===== config.mk =====
export PLATFORM = sky130hd
export DESIGN_NAME = lpmc_ctrl
export DESIGN_NICKNAME = d
export VERILOG_FILES = /design/src/common/lpmc_pkg.sv /design/src/rtl/lpmc_ctrl.sv
export VERILOG_INCLUDE_DIRS = /design/src /design/src/common
export SDC_FILE = /design/constraint.sdc
export NUM_CORES = 1
export LEC_CHECK = 0
export ABC_AREA = 0
export BUFFER_PORTS_ARGS = -buffer_cell sky130_fd_sc_hd__buf_2
export CAP_MARGIN = 40
export CORE_MARGIN = 2
export CORE_UTILIZATION = 51
export CTS_CLUSTER_DIAMETER = 40
export CTS_CLUSTER_SIZE = 30
export DETAILED_ROUTE_END_ITERATION = 12
export GPL_ROUTABILITY_DRIVEN = 0
export GPL_TIMING_DRIVEN = 0
export PLACE_DENSITY = 0.82
export REMOVE_ABC_BUFFERS = 1
export SLEW_MARGIN = 20
export SYNTH_ARGS = -nofsm -noshare
export SYNTH_HDL_FRONTEND = slang
export SYNTH_SLANG_ARGS = --single-unit

===== constraint.sdc =====
create_clock -name core_clk -period 4.9 [get_ports core_clk]
set_input_delay 1.225 -clock core_clk [delete_from_list [all_inputs] [get_ports core_clk]]
set_output_delay 1.225 -clock core_clk [all_outputs]
set_load 0.005 [all_outputs]

===== src/common/lpmc_params.svh =====
// constants for the low power mode controller
// How it works
// - any reset leaves device in Run
// - regulator on after reset, Run and Stop
// - regulator off in Standby, contents lost
// - held in reset while supply low
// - Sleep gates CPU, Stop all, Standby power
// - peripheral clocks gateable by software in Run
// - handler bit clear: wait enters Sleep now
// - handler bit set: Sleep on handler return
// - Sleep needs deep select zero
// - pins hold state in Sleep and Stop
// - interrupt wakes Sleep entered by interrupt wait
// - event wakes event wait; pending counts optionally
// - event-mode line wakes without pending bit
// - Stop halts clocks and fast oscillators
// - Stop needs deep set, power-down clear
// - flash programming postpones Stop entry
// - bus transfer postpones Stop entry
// - pending flags abandon Stop entry
// - started watchdog runs until reset
// - rtc and slow crystal follow enable bits
// - Stop exit selects internal fast oscillator
// - Stop wake by line mode matching wait kind
// - power-down select leads to Standby
`ifndef LPMC_PARAMS_SVH
`define LPMC_PARAMS_SVH
`define LPMC_ADDR_W       4
`define LPMC_CTRL_OFS     4'h0
`define LPMC_PCLK_OFS     4'h4
`define LPMC_STAT_OFS     4'h8
`define LPMC_CTRL_HANDLER 0
`define LPMC_CTRL_DEEP    1
`define LPMC_CTRL_EVPEND  2
`define LPMC_CTRL_PDOWN   3
`define LPMC_CTRL_WDOG    4
`define LPMC_CTRL_WUF     5
`define LPMC_PCLK_RST     32'hFFFFFFFF
`define LPMC_SRC_FAST_INT 2'h0
`endif


===== src/common/lpmc_pkg.sv =====
// types of the low power mode controller
`default_nettype none
package lpmc_pkg;
  typedef enum logic [2:0] {
    LPMC_RUN, LPMC_SLEEP, LPMC_STOP_WAIT, LPMC_STOP, LPMC_WAKE, LPMC_STANDBY
  } lpmc_state_e;
  typedef struct packed {
    logic wait_for_interrupt_instr;
    logic wait_for_event_instr;
    logic isr_return;
  } lpmc_cpu_s;
  typedef struct packed {
    logic cpu_clk_en;
    logic core_clk_en;
    logic fast_osc_en;
    logic regulator_on;
    logic pin_hold;
  } lpmc_power_s;
endpackage
`default_nettype wire


===== src/rtl/lpmc_ctrl.sv =====
// power mode sequencer with its control registers
//
// Design decisions made here: the address-and-strobe port and the register addresses.
`include "lpmc_params.svh"
`default_nettype none
module lpmc_ctrl
  import lpmc_pkg::*;
#(
  parameter int NPERIPH = 32
) (
  // clock and reset
  input  wire logic                    core_clk,
  input  wire logic                    rst,
  // register port
  input  wire logic [`LPMC_ADDR_W-1:0] reg_addr,
  input  wire logic [31:0]             reg_wdata,
  input  wire logic                    reg_wr,
  input  wire logic                    reg_rd,
  output logic      [31:0]             reg_rdata,
  // cpu side
  input  wire lpmc_cpu_s               cpu,
  input  wire logic                    irq_acked,
  input  wire logic                    irq_line_wake,
  input  wire logic                    event_line_wake,
  input  wire logic                    periph_irq_pending,
  input  wire logic                    event_pending_any,
  input  wire logic                    rtc_alarm_flag,
  // stop entry holds
  input  wire logic                    flash_busy,
  input  wire logic                    apb_busy,
  // supply and oscillator status
  input  wire logic                    supply_ok,
  input  wire logic                    fast_osc_ready,
  input  wire logic                    wdog_hw_option,
  input  wire logic                    rtc_run_enable_bit,
  input  wire logic                    slow_crystal_on_bit,
  // power and clock controls
  output lpmc_power_s                  power,
  output logic [NPERIPH-1:0]           periph_clk_en,
  output logic [1:0]                   sysclk_src,
  output logic                         wdog_run,
  output logic                         rtc_run,
  output logic                         slow_osc_run,
  output logic                         sys_reset_hold
);

  lpmc_state_e         state_r;
  lpmc_state_e         state_nxt;
  logic [5:0]          ctrl_r;
  logic [NPERIPH-1:0]  pclk_r;
  logic                via_wfe_r;
  logic                wake_ev;
  logic                stop_block;
  logic                wait_req;
  logic                wait_is_wfe;

  function automatic logic pend_any(input logic p, input logic e,
                                    input logic a);
    pend_any = p | e | a;
  endfunction

  assign wait_is_wfe = cpu.wait_for_event_instr;
  // instruction wait, or return from last handler when armed
  assign wait_req = cpu.wait_for_interrupt_instr | cpu.wait_for_event_instr
                  | (cpu.isr_return & ctrl_r[`LPMC_CTRL_HANDLER]);
  assign stop_block = pend_any(periph_irq_pending, event_pending_any,
                               rtc_alarm_flag);

  // wake conditions per entry kind
  always_comb begin
    wake_ev = 1'b0;
    if (state_r == LPMC_SLEEP) begin
      if (via_wfe_r)
        wake_ev = event_line_wake
                | (ctrl_r[`LPMC_CTRL_EVPEND] & periph_irq_pending);
      else
        wake_ev = irq_acked;
    end else if (state_r == LPMC_STOP) begin
      wake_ev = via_wfe_r ? event_line_wake : irq_line_wake;
    end
  end

  always_comb begin
    state_nxt = state_r;
    unique case (state_r)
      LPMC_RUN: begin
        if (wait_req && !ctrl_r[`LPMC_CTRL_DEEP]) begin
          // sleep-now on wait instr; sleep-on-exit on handler return only
          if (!ctrl_r[`LPMC_CTRL_HANDLER] && (cpu.wait_for_interrupt_instr || cpu.wait_for_event_instr))
            state_nxt = LPMC_SLEEP;
          else if (ctrl_r[`LPMC_CTRL_HANDLER] && cpu.isr_return)
            state_nxt = LPMC_SLEEP;
        end else if ((cpu.wait_for_interrupt_instr || cpu.wait_for_event_instr) && ctrl_r[`LPMC_CTRL_DEEP]) begin
          if (!stop_block) begin
            if (ctrl_r[`LPMC_CTRL_PDOWN])
              state_nxt = LPMC_STANDBY;
            else
              state_nxt = LPMC_STOP_WAIT;
          end
        end
      end
      LPMC_SLEEP:
        if (wake_ev)
          state_nxt = LPMC_RUN;
      LPMC_STOP_WAIT:
        if (stop_block)
          state_nxt = LPMC_RUN;
        else if (!flash_busy && !apb_busy)
          state_nxt = LPMC_STOP;
      LPMC_STOP:
        if (wake_ev)
          state_nxt = LPMC_WAKE;
      LPMC_WAKE:
        if (fast_osc_ready)
          state_nxt = LPMC_RUN;
      LPMC_STANDBY:
        state_nxt = LPMC_STANDBY;
      default:
        state_nxt = LPMC_RUN;
    endcase
    // low supply forces Run, so power outputs follow too
    if (!supply_ok)
      state_nxt = LPMC_RUN;
  end

  always_ff @(posedge core_clk or posedge rst) begin
    if (rst)
      state_r <= LPMC_RUN;
    else if (!supply_ok)
      state_r <= LPMC_RUN;
    else
      state_r <= state_nxt;
  end

  // remember which wait kind started the low power phase
  always_ff @(posedge core_clk or posedge rst) begin
    if (rst)
      via_wfe_r <= 1'b0;
    else if (state_r == LPMC_RUN && state_nxt != LPMC_RUN)
      via_wfe_r <= wait_is_wfe & ~cpu.isr_return;
  end

  // control register; watchdog start is sticky until reset
  always_ff @(posedge core_clk or posedge rst) begin
    if (rst)
      ctrl_r <= 6'h00;
    else begin
      if (reg_wr && reg_addr == `LPMC_CTRL_OFS) begin
        ctrl_r[3:0] <= reg_wdata[3:0];
        ctrl_r[`LPMC_CTRL_WUF] <= ctrl_r[`LPMC_CTRL_WUF]
                                & ~reg_wdata[`LPMC_CTRL_WUF];
      end
      if (reg_wr && reg_addr == `LPMC_CTRL_OFS
          && reg_wdata[`LPMC_CTRL_WDOG])
        ctrl_r[`LPMC_CTRL_WDOG] <= 1'b1;
      if (wdog_hw_option)
        ctrl_r[`LPMC_CTRL_WDOG] <= 1'b1;
      // wake flag set wins over clear; cleared on standby entry
      if (state_r == LPMC_WAKE && state_nxt == LPMC_RUN)
        ctrl_r[`LPMC_CTRL_WUF] <= 1'b1;
      else if (state_nxt == LPMC_STANDBY && state_r == LPMC_RUN)
        ctrl_r[`LPMC_CTRL_WUF] <= 1'b0;
    end
  end

  always_ff @(posedge core_clk or posedge rst) begin
    if (rst)
      pclk_r <= NPERIPH'(`LPMC_PCLK_RST);
    else if (reg_wr && reg_addr == `LPMC_PCLK_OFS)
      pclk_r <= reg_wdata[NPERIPH-1:0];
  end

  always_ff @(posedge core_clk or posedge rst) begin
    if (rst)
      reg_rdata <= 32'h00000000;
    else if (reg_rd) begin
      unique case (reg_addr)
        `LPMC_CTRL_OFS: reg_rdata <= {26'h0000000, ctrl_r};
        `LPMC_PCLK_OFS: reg_rdata <= 32'(pclk_r);
        `LPMC_STAT_OFS: reg_rdata <= {29'h00000000, state_r};
        default:        reg_rdata <= 32'h00000000;
      endcase
    end
  end

  // power, clock and pin controls from the next state
  always_ff @(posedge core_clk or posedge rst) begin
    if (rst) begin
      power          <= '{cpu_clk_en: 1'b1, core_clk_en: 1'b1,
                          fast_osc_en: 1'b1, regulator_on: 1'b1,
                          pin_hold: 1'b0};
      periph_clk_en  <= NPERIPH'(`LPMC_PCLK_RST);
      sysclk_src     <= `LPMC_SRC_FAST_INT;
      sys_reset_hold <= 1'b1;
    end else begin
      sys_reset_hold       <= ~supply_ok;
      power.cpu_clk_en     <= state_nxt == LPMC_RUN;
      power.core_clk_en    <= state_nxt == LPMC_RUN
                            || state_nxt == LPMC_SLEEP
                            || state_nxt == LPMC_STOP_WAIT;
      power.fast_osc_en    <= state_nxt != LPMC_STOP
                            && state_nxt != LPMC_STANDBY;
      power.regulator_on   <= state_nxt != LPMC_STANDBY;
      power.pin_hold       <= state_nxt != LPMC_RUN
                            && state_nxt != LPMC_STANDBY;
      periph_clk_en        <= pclk_r;
      if (state_r == LPMC_STOP && state_nxt == LPMC_WAKE)
        sysclk_src <= `LPMC_SRC_FAST_INT;
    end
  end

  always_ff @(posedge core_clk or posedge rst) begin
    if (rst) begin
      wdog_run     <= 1'b0;
      rtc_run      <= 1'b0;
      slow_osc_run <= 1'b0;
    end else begin
      wdog_run     <= ctrl_r[`LPMC_CTRL_WDOG] | wdog_hw_option;
      rtc_run      <= rtc_run_enable_bit;
      slow_osc_run <= slow_crystal_on_bit;
    end
  end

endmodule
`default_nettype wire


After elaboration in Yosys (flattened, before gate mapping) --
Index checks and enable logic that the tools add are counted.
Word-level totals: logic and storage cells 92, bits of input ports 56, bits in registers 115, output and inout bits 75
Cells by class: eq/ne operators 12, bitwise gates (word level) 13, mux-type cells 24, reduce and logical (&&, ||, !) cells 26
Operators by type and width (number):
- $pmux 32 s3 | 1
- $mux 3 | 13
- $pmux 3 s6 | 1
- $logic_and 1x1->1 | 13
- $eq 3x2->1 const B | 3
- $eq 3x3->1 const B | 3
- $mux 1 | 9
- $eq 3x1->1 const B | 2
- $logic_not 3->1 | 2
- $or 1x1->1 | 6
- $reduce_bool 3->1 | 2
- $and 1x1->1 | 4
- $eq 4x3->1 const B | 1
- $eq 4x4->1 const B | 1
- $logic_not 1->1 | 4
- $logic_not 4->1 | 1
- $logic_or 1x1->1 | 3
- $ne 3x2->1 const B | 1
- $ne 3x3->1 const B | 1
- $not 1->1 | 3
- $reduce_bool 2->1 | 1

Longest topological paths before layout --
Gate-level depths: netlist of run 1.
word-level depth 11, gate-level depth with buffers 8, gate-level depth less buffers 6

Least setup slack after synthesis of run 1 --
No wires, ideal clock.
path kind input to register, start in periph_irq_pending, end reg ctrl_r[5], stages 7, setup slack 2.438 ns, setup time 0.121 ns, data arrival time 2.340 ns, required time 4.779 ns, buffers on the path 1, cell sequence nor3_2 > nor3b_2 > a221o_2 > and2_4 > buf_6 > nand2_1 > a32o_2
Between the ends: cells in the longest elaborated chain, start to end 11
RTL lines:
- start: declaration | line lpmc_ctrl.sv:25 | input wire logic periph_irq_pending,
- $and 1x1->1 or $or 1x1->1 (tied branches) | line lpmc_ctrl.sv:75, lpmc_ctrl.sv:59
- $or 1x1->1 (on tied branches) | line lpmc_ctrl.sv:74, lpmc_ctrl.sv:59
- $mux 1 or $mux 3 (tied branches) | line lpmc_ctrl.sv:73, lpmc_ctrl.sv:94
- $mux 1 or $mux 3 (tied branches) | line lpmc_ctrl.sv:72, lpmc_ctrl.sv:93
- $mux 3 (on tied branches) | line lpmc_ctrl.sv:111, lpmc_ctrl.sv:87, lpmc_ctrl.sv:103
- $pmux 3 s6 (*) | line lpmc_ctrl.sv:85 | unique case (state_r)
- $mux 3 (*) | line lpmc_ctrl.sv:122 | if (!supply_ok)
- $eq 3x3->1 | line lpmc_ctrl.sv:161 | else if (state_nxt == LPMC_STANDBY && state_r == LPMC_RUN)
- $logic_and 1x1->1 | line lpmc_ctrl.sv:161
- $mux 1 | line lpmc_ctrl.sv:161
- $mux 1 | line lpmc_ctrl.sv:159 | if (state_r == LPMC_WAKE && state_nxt == LPMC_RUN)
- end signal: indexed assignment | line lpmc_ctrl.sv:150 | ctrl_r[`LPMC_CTRL_WUF] <= ctrl_r[`LPMC_CTRL_WUF]
- end: declaration | line lpmc_ctrl.sv:49 | logic [5:0] ctrl_r;
Mark *: on every way between the ends. The rest lies on a longest branch, timed or not. A chain may end at the register's enable or synchronous reset.

Worst setup path in the final report of run 1 --
start reg periph_clk_en[29], end out periph_clk_en[29]
RTL lines:
- start: declaration | line lpmc_ctrl.sv:39 | output logic [NPERIPH-1:0] periph_clk_en,
- start signal: assignment | line lpmc_ctrl.sv:192 | periph_clk_en <= NPERIPH'(`LPMC_PCLK_RST);
- start signal: assignment | line lpmc_ctrl.sv:206 | periph_clk_en <= pclk_r;
No word-level cell between the ends.

==> results.yml, run 1 <==
logic_synthesis:
  synth_edf_count: 0
  ys_warn_count: 0
  synthXorXnorAreaFrac: 0
  yosys.area_share.simple: 0.07415
  synth_top_area_frac: 0.4181
  yosysSeqAreaShare: 0.6835
  synthesis.area_um2: 4337
  synth_cells: 331
  synth_area_leaders: "dfstp_2 42%, dfrtp_1 27%, mux2_2 6.5%, inv_1 3.2%, nand2_1 3.0%"
  ys_async_sr_fraction: 1.000
  synthAdderAreaFrac: 0
  synth_top_family_by_area: "multiplexers"
  synth_compound_area_frac: 0.08050
  synthTopCellsByCount: "69 x dfstp_2, 46 x dfrtp_1, 37 x inv_1, 35 x nand2_1, 25 x mux2_2"
  ys_seq_elements: 115
  syn_avg_cell_area_um2: 13.10
  muxShareOfSynthArea: 0.1070
  yosysTopAreaCell: "dfstp_2"
  ys_types: 44
  yosysMostFrequentCell: "dfstp_2"
  synthFlopType: "dfstp_2"
cts:
  cts_root_buffer: "clkbuf_8"
  clk_pin_slew_ns: 0.06
  cts_hold_buf: 0
  post_cts.repair.setup_buffers: 0
  cts-resized-gates: 0
  cts.sinks: 115
  insertion_delay_ns: 0.51
  cts_made_buffers: 17
  cts_tree: "yes"
  clockBufferDepth: 2
  htree_levels: 4
placed_design:
  numPortBuffers: 128
  dpl_worst_slack_ns: 2.078
  place_area_um2: 5080
  dp_hpwl_um: 6268
detailed_routing:
  drtAntennaViolNets: 0
  wl_per_cell_um: 16.13
  wl_um: 9374
  drtPass1Iterations: 4
  drt_iter0_markers: 87
  vias_per_cell: 5.225
  drc: 0
  vias: 3036
timing:
  setup_viol: 0
  finalSetupTns_ns: 0
  rsz0062_at_grt: "false"
  fmax_mhz: 423.2
  slew_viol_final: 0
  finalClockSkew_ns: 0.01254
  worstMarginPinSlew_ns: 0.6715
  finalWorstSetupSlack_ns: 2.537
  min_period_ns: 2.363
  period_share: 0.4823
  hold_viol_final: 0
  max_slew_margin: 0.5523
cells_and_area:
  final_core_util: 0.6859
  nNetsFinal: 520
  syn_to_final_growth_pct: 29.95
  drive_above_1_share: 0.5735
  diodes: 0
  final_cell_area_um2: 5635
worst_setup_path:
  timing.rr.end: "via_wfe_r$_DFFE_PP0P_"
  crit_path_start_kind: "register"
  rrSetupSlack_ns: 3.02
  worstPathRequired_ns: 3.67
  ff2ff_path_depth: 6
  cp.arrival_ns: 1.14
  cp-end-kind: "output port"
  crit_chain: "buf_2"
  worstReg2RegStart: "via_wfe_r$_DFFE_PP0P_"
  worstSetupPathType: "reg2out"
  cp_slowest_cell: "dfstp_2"
  slowest_delay_ns: 0.53
  cp_num_buf_inv: 1
  worstPathMaxFanout: 1
  cp_top_family: "flip-flops"
global_route:
  grt_pass1_vias: 2994
  antenna_found_initial: 0
  grt_use_total: 0.2161
  grt_pass1_wl_um: 14630
  grt_overflow: 0
  grt_start_max_net_pins: 84
run:
  maxCapViolations: 0
status:
  outcome: "finished, final reports clean"
die:
  die-area_um2: 9257
  ios: 131
  fp.dieH_um: 96.22
  initial_core_util: 0.5278
  core_um2: 8217
  num_rows: 33
  die_x_um: 96.22
worst_hold_path:
  holdPathStages: 0
  hold_start: "pclk_r[10]$_DFFE_PP1P_"
  min_path_type: "reg2reg"
  hold_end: "periph_clk_en[10]$_DFF_PP1_"
power_and_ir_drop:
  leakagePower_nw: 2.642
  peakVddDrop_uv: 248.7
  p_per_area_nw_per_um2: 482.3
## through the flow
stage | hold WS (ns) | std cells | power [mW]
CTS | 0.3690 | 581 | 2.746
floorplan | 0.3586 | 315 | 1.431
global placement | 0.3598 | 548 | 1.568
global route | 0.3748 | 581 | 2.843
finish | 0.3623 | 581 | 2.718
detailed placement | 0.3632 | 550 | 1.597
## metal layers
metal	wire, µm	GRT usage
met1	3873	0.2639
met2	4653	0.3547
met3	740	0.07518
met4	106	0.07976
met5	0	0
## report_power, final
group	total (mW)	switching [mW]	internal (mW)
Sequential	1.28	0.0885	1.19
Clock	1.14	0.423	0.715
Combinational	0.297	0.142	0.155
## flip-flops by register name, indices dropped and copies added (netlist names)
signal	cells
sys_reset_hold	1
periph_clk_en	32
via_wfe_r	1
state_r	3
reg_rdata	32
wdog_run	1
slow_osc_run	1
ctrl_r	6
power	5
pclk_r	32
rtc_run	1
## layout by cell type (no fill, tap or decap), types with 2 or more instances in the layout
cell type | netlist | routed
a21oi_1 | 6 | 6
and2_4 | 2 | 2
mux2i_1 | 7 | 7
nand2_1 | 35 | 35
clkinv_2 | 0 | 5
buf_2 | 7 | 128
o22ai_1 | 6 | 6
o21ai_0 | 19 | 19
clkbuf_16 | 0 | 16
mux2_2 | 25 | 25
conb_1 | 1 | 2
o21ai_1 | 11 | 11
nor2_1 | 7 | 7
inv_1 | 37 | 36
dfstp_2 | 69 | 69
mux2_1 | 10 | 10
nor3_2 | 4 | 4
nor3_1 | 2 | 2
dfrtp_1 | 46 | 46
bufinv_16 | 0 | 2
clkinv_4 | 0 | 3
a32o_2 | 2 | 2
clkinvlp_4 | 0 | 4
nor2b_1 | 3 | 3
## logic make-up (layout without fill, tap and decap cells)
logic type             Yosys count  count (layout)
AOI/OAI and AO/OA               54              54
buffers and inverters           55             199
DFF                            115             115
muxes                           42              42
and+or+nand+nor                 64              64
other                            1               2
## worst register-to-register path, cell delays in order (launching register included)
cell	delay (ns)
dfrtp_1	0.40
mux2i_1	0.28
nor2b_1	0.11
a221o_2	0.39
o41ai_4	0.41
o21ai_1	0.12
o41ai_1	0.08
## final cells by class
cell class / count / area [µm²]
Sequential cell: 115 / 2964
Clock buffer: 17 / 414.1
Inverter: 38 / 147.6
Tap cell: 105 / 131.4
Fill cell: 577 / 2581
Clock inverter: 14 / 141.4
Timing Repair Buffer: 130 / 688.2
Multi-Input combinational cell: 162 / 1149
## worst max path at each step
stage                                     start                   endpoint  depth (start not counted)
floorplan                                   rst      ctrl_r[0]$_DFFE_PP0P_                          1
global placement                            rst  reg_rdata[12]$_DFFE_PP0P_                          2
detailed placement                       reg_rd  reg_rdata[26]$_DFFE_PP0P_                          4
CTS                 periph_clk_en[29]$_DFF_PP1_          periph_clk_en[29]                          1
global route                             reg_rd  reg_rdata[26]$_DFFE_PP0P_                          4
finish              periph_clk_en[29]$_DFF_PP1_          periph_clk_en[29]                          1
No activity file was read; power rests on OpenSTA's default activity.
==> run 2, diff against run 1 <==
--- a/config.mk
+++ b/config.mk
@@ -6,17 +6,17 @@
 export SDC_FILE = /design/constraint.sdc
 export NUM_CORES = 1
 export LEC_CHECK = 0
-export ABC_AREA = 0
+export ABC_AREA = 1
 export BUFFER_PORTS_ARGS = -buffer_cell sky130_fd_sc_hd__buf_2
 export CAP_MARGIN = 40
 export CORE_MARGIN = 2
-export CORE_UTILIZATION = 51
+export CORE_UTILIZATION = 46
 export CTS_CLUSTER_DIAMETER = 40
 export CTS_CLUSTER_SIZE = 30
 export DETAILED_ROUTE_END_ITERATION = 12
 export GPL_ROUTABILITY_DRIVEN = 0
 export GPL_TIMING_DRIVEN = 0
-export PLACE_DENSITY = 0.82
+export PLACE_DENSITY = 0.78
 export REMOVE_ABC_BUFFERS = 1
 export SLEW_MARGIN = 20
 export SYNTH_ARGS = -nofsm -noshare
==> constraint.sdc (replaced) <==
create_clock -name core_clk -period 2 [get_ports core_clk]
set_input_delay 0.5 -clock core_clk [delete_from_list [all_inputs] [get_ports core_clk]]
set_output_delay 0.5 -clock core_clk [all_outputs]
set_load 0.005 [all_outputs]
==> results.yml, run 2 <==
cells_and_area:
  final_common_cell: "buf_2"
  nNetsFinal: 580
  drive_above_1_share: 0.5233
  fillers: 705
  syn_to_final_growth_pct: 33.73
  final_cell_mix: "128 x buf_2, 69 x dfstp_2, 55 x inv_1"
  diodes: 0
  reg.largest.list: "pclk_r: 32 flops, periph_clk_en: 32 flops, reg_rdata: 32 flops"
  final_core_util: 0.6391
logic_synthesis:
  synth_top_area_frac: 0.4086
  syn_avg_cell_area_um2: 11.46
  synthFlopType: "dfstp_2"
  ys_types: 31
  synth_edf_count: 0
  yosysMostFrequentCell: "dfstp_2"
  synth_cells: 387
  synth_area_leaders: "dfstp_2 41%, dfrtp_1 26%, mux2_2 8.6%, inv_1 4.8%, nand3_1 4.5%"
  synthesis.area_um2: 4437
  synthTopCellsByCount: "69 x dfstp_2, 57 x inv_1, 53 x nand2_1, 46 x dfrtp_1, 40 x nand3_1"
  ys_seq_elements: 115
  yosysSeqAreaShare: 0.6681
  ys_warn_count: 0
  ys_async_sr_fraction: 1.000
  yosysTopAreaCell: "dfstp_2"
cts:
  cts-resized-gates: 1
  cts_hold_buf: 0
  post_cts.repair.setup_buffers: 0
  clockBufferDepth: 2
  insertion_delay_ns: 0.50
  clk_pin_slew_ns: 0.06
  cts_tree: "yes"
  cts_made_buffers: 17
  cts_root_buffer: "clkbuf_8"
  htree_levels: 4
  cts.sinks: 115
worst_setup_path:
  cp_slowest_cell: "nand2_2"
  cp.depth: 7
  worstPathRequired_ns: 2.42
  crit_chain: "buf_2, nor2_1, nand3_1, inv_4, nand2_2, buf_16, mux2_2"
  cp.arrival_ns: 2.20
  rrSetupSlack_ns: 0.32
  timing.rr.end: "ctrl_r[5]$_DFFE_PP0P_"
  cp_num_buf_inv: 3
  crit_path_start_kind: "input port"
  slowest_delay_ns: 0.38
  ff2ff_path_depth: 9
  worstPathMaxFanout: 33
  endpoint: "pclk_r[15]$_DFFE_PP1P_"
  crit_path_start: "reg_addr[1]"
  worstReg2RegStart: "state_r[1]$_DFF_PP0_"
  worstSetupPathType: "in2reg"
  cp-end-kind: "register"
  cp_top_family: "buffers and inverters"
detailed_routing:
  vias_per_cell: 4.848
  drc: 0
  wl_per_cell_um: 14.49
  drt_iter0_markers: 90
  vias: 3229
  drtPass1Iterations: 6
  drtAntennaViolNets: 0
  wl_um: 9648
die:
  die-area_um2: 10450
  initial_core_util: 0.4779
  ios: 131
  core_um2: 9284
  num_rows: 35
  die_x_um: 102.2
  fp.dieH_um: 102.2
global_route:
  antenna_found_initial: 0
  grt_overflow: 0
  grt_pass1_vias: 3339
  grt_start_max_net_pins: 63
  grt_pass1_wl_um: 15590
  grt_use_total: 0.1970
timing:
  hold_viol_final: 0
  max_slew_margin: 0.6289
  worstMarginPinSlew_ns: 0.5567
  rsz0062_at_grt: "false"
  finalSetupTns_ns: 0
  finalWorstSetupSlack_ns: 0.2168
  period_share: 0.8916
  fmax_mhz: 560.8
  min_period_ns: 1.783
  setup_viol: 0
  finalClockSkew_ns: 0.01108
  slew_viol_final: 0
placed_design:
  dpl_worst_slack_ns: -0.5785
  numPortBuffers: 128
  dp_hpwl_um: 6500
run:
  maxCapViolations: 0
power_and_ir_drop:
  leakagePower_nw: 2.902
  total_power_mw: 7.301
  peakVddDrop_uv: 531.4
  p_per_area_nw_per_um2: 1231
worst_hold_path:
  min_path_type: "in2async"
status:
  outcome: "finished, final reports clean"
## run 2: power by group
group	internal [mW]	switching [mW]	leakage, nW	total, mW
sequential	2.92	0.207	1.34	3.13
combinational	0.372	0.403	1.24	0.774
clock	2.30	1.10	0.325	3.40
total	5.59	1.71	2.90	7.30
## run 2: logic make-up after synthesis
group           share of synthesized area
buf+inv                           0.06627
other cells                     0.0008452
compound gates                    0.05697
simple gates                       0.1215
flops                              0.6681
mux                               0.08630
## run 2: final cells by class
type / instances / area, µm² / share of cell area
clock buffers: 18 / 417.9 / 0.07043
well taps: 129 / 161.4 / 0.02720
inverters: 60 / 234.0 / 0.03943
multi-input cells: 199 / 1182 / 0.1993
clock inverters: 14 / 250.2 / 0.04218
flip-flops and latches: 115 / 2964 / 0.4996
repair buffers: 131 / 723.2 / 0.1219
## run 2: worst min-delay path by stage
stage,from,endpoint,depth (start not counted)
after floorplan,pclk_r[4]$_DFFE_PP1P_,periph_clk_en[4]$_DFF_PP1_,0
after global placement,pclk_r[30]$_DFFE_PP1P_,periph_clk_en[30]$_DFF_PP1_,0
after detailed placement,pclk_r[24]$_DFFE_PP1P_,periph_clk_en[24]$_DFF_PP1_,0
after CTS,rst,reg_rdata[21]$_DFFE_PP0P_,2
after global routing,rst,reg_rdata[24]$_DFFE_PP0P_,2
final,rst,reg_rdata[21]$_DFFE_PP0P_,2
## run 2: per-stage QoR
| step | cells | hold slack (ns) | area (µm²) |
|---|---|---|---|
| floorplan | 374 | 0.3588 | 4373 |
| global placement | 631 | 0.3603 | 5175 |
| detailed placement | 634 | 0.3623 | 5263 |
| CTS | 666 | 0.03461 | 5933 |
| global route | 666 | 0.05404 | 5933 |
| finish | 666 | 0.04156 | 5933 |
## run 2: layer usage
metal	routed length, µm	track usage	vias to the layer above
met2	4659	0.3284	133
met5	0	0	-
met3	570	0.06703	17
li1	-	-	1516
met4	161	0.08205	0
met1	4256	0.2346	1563
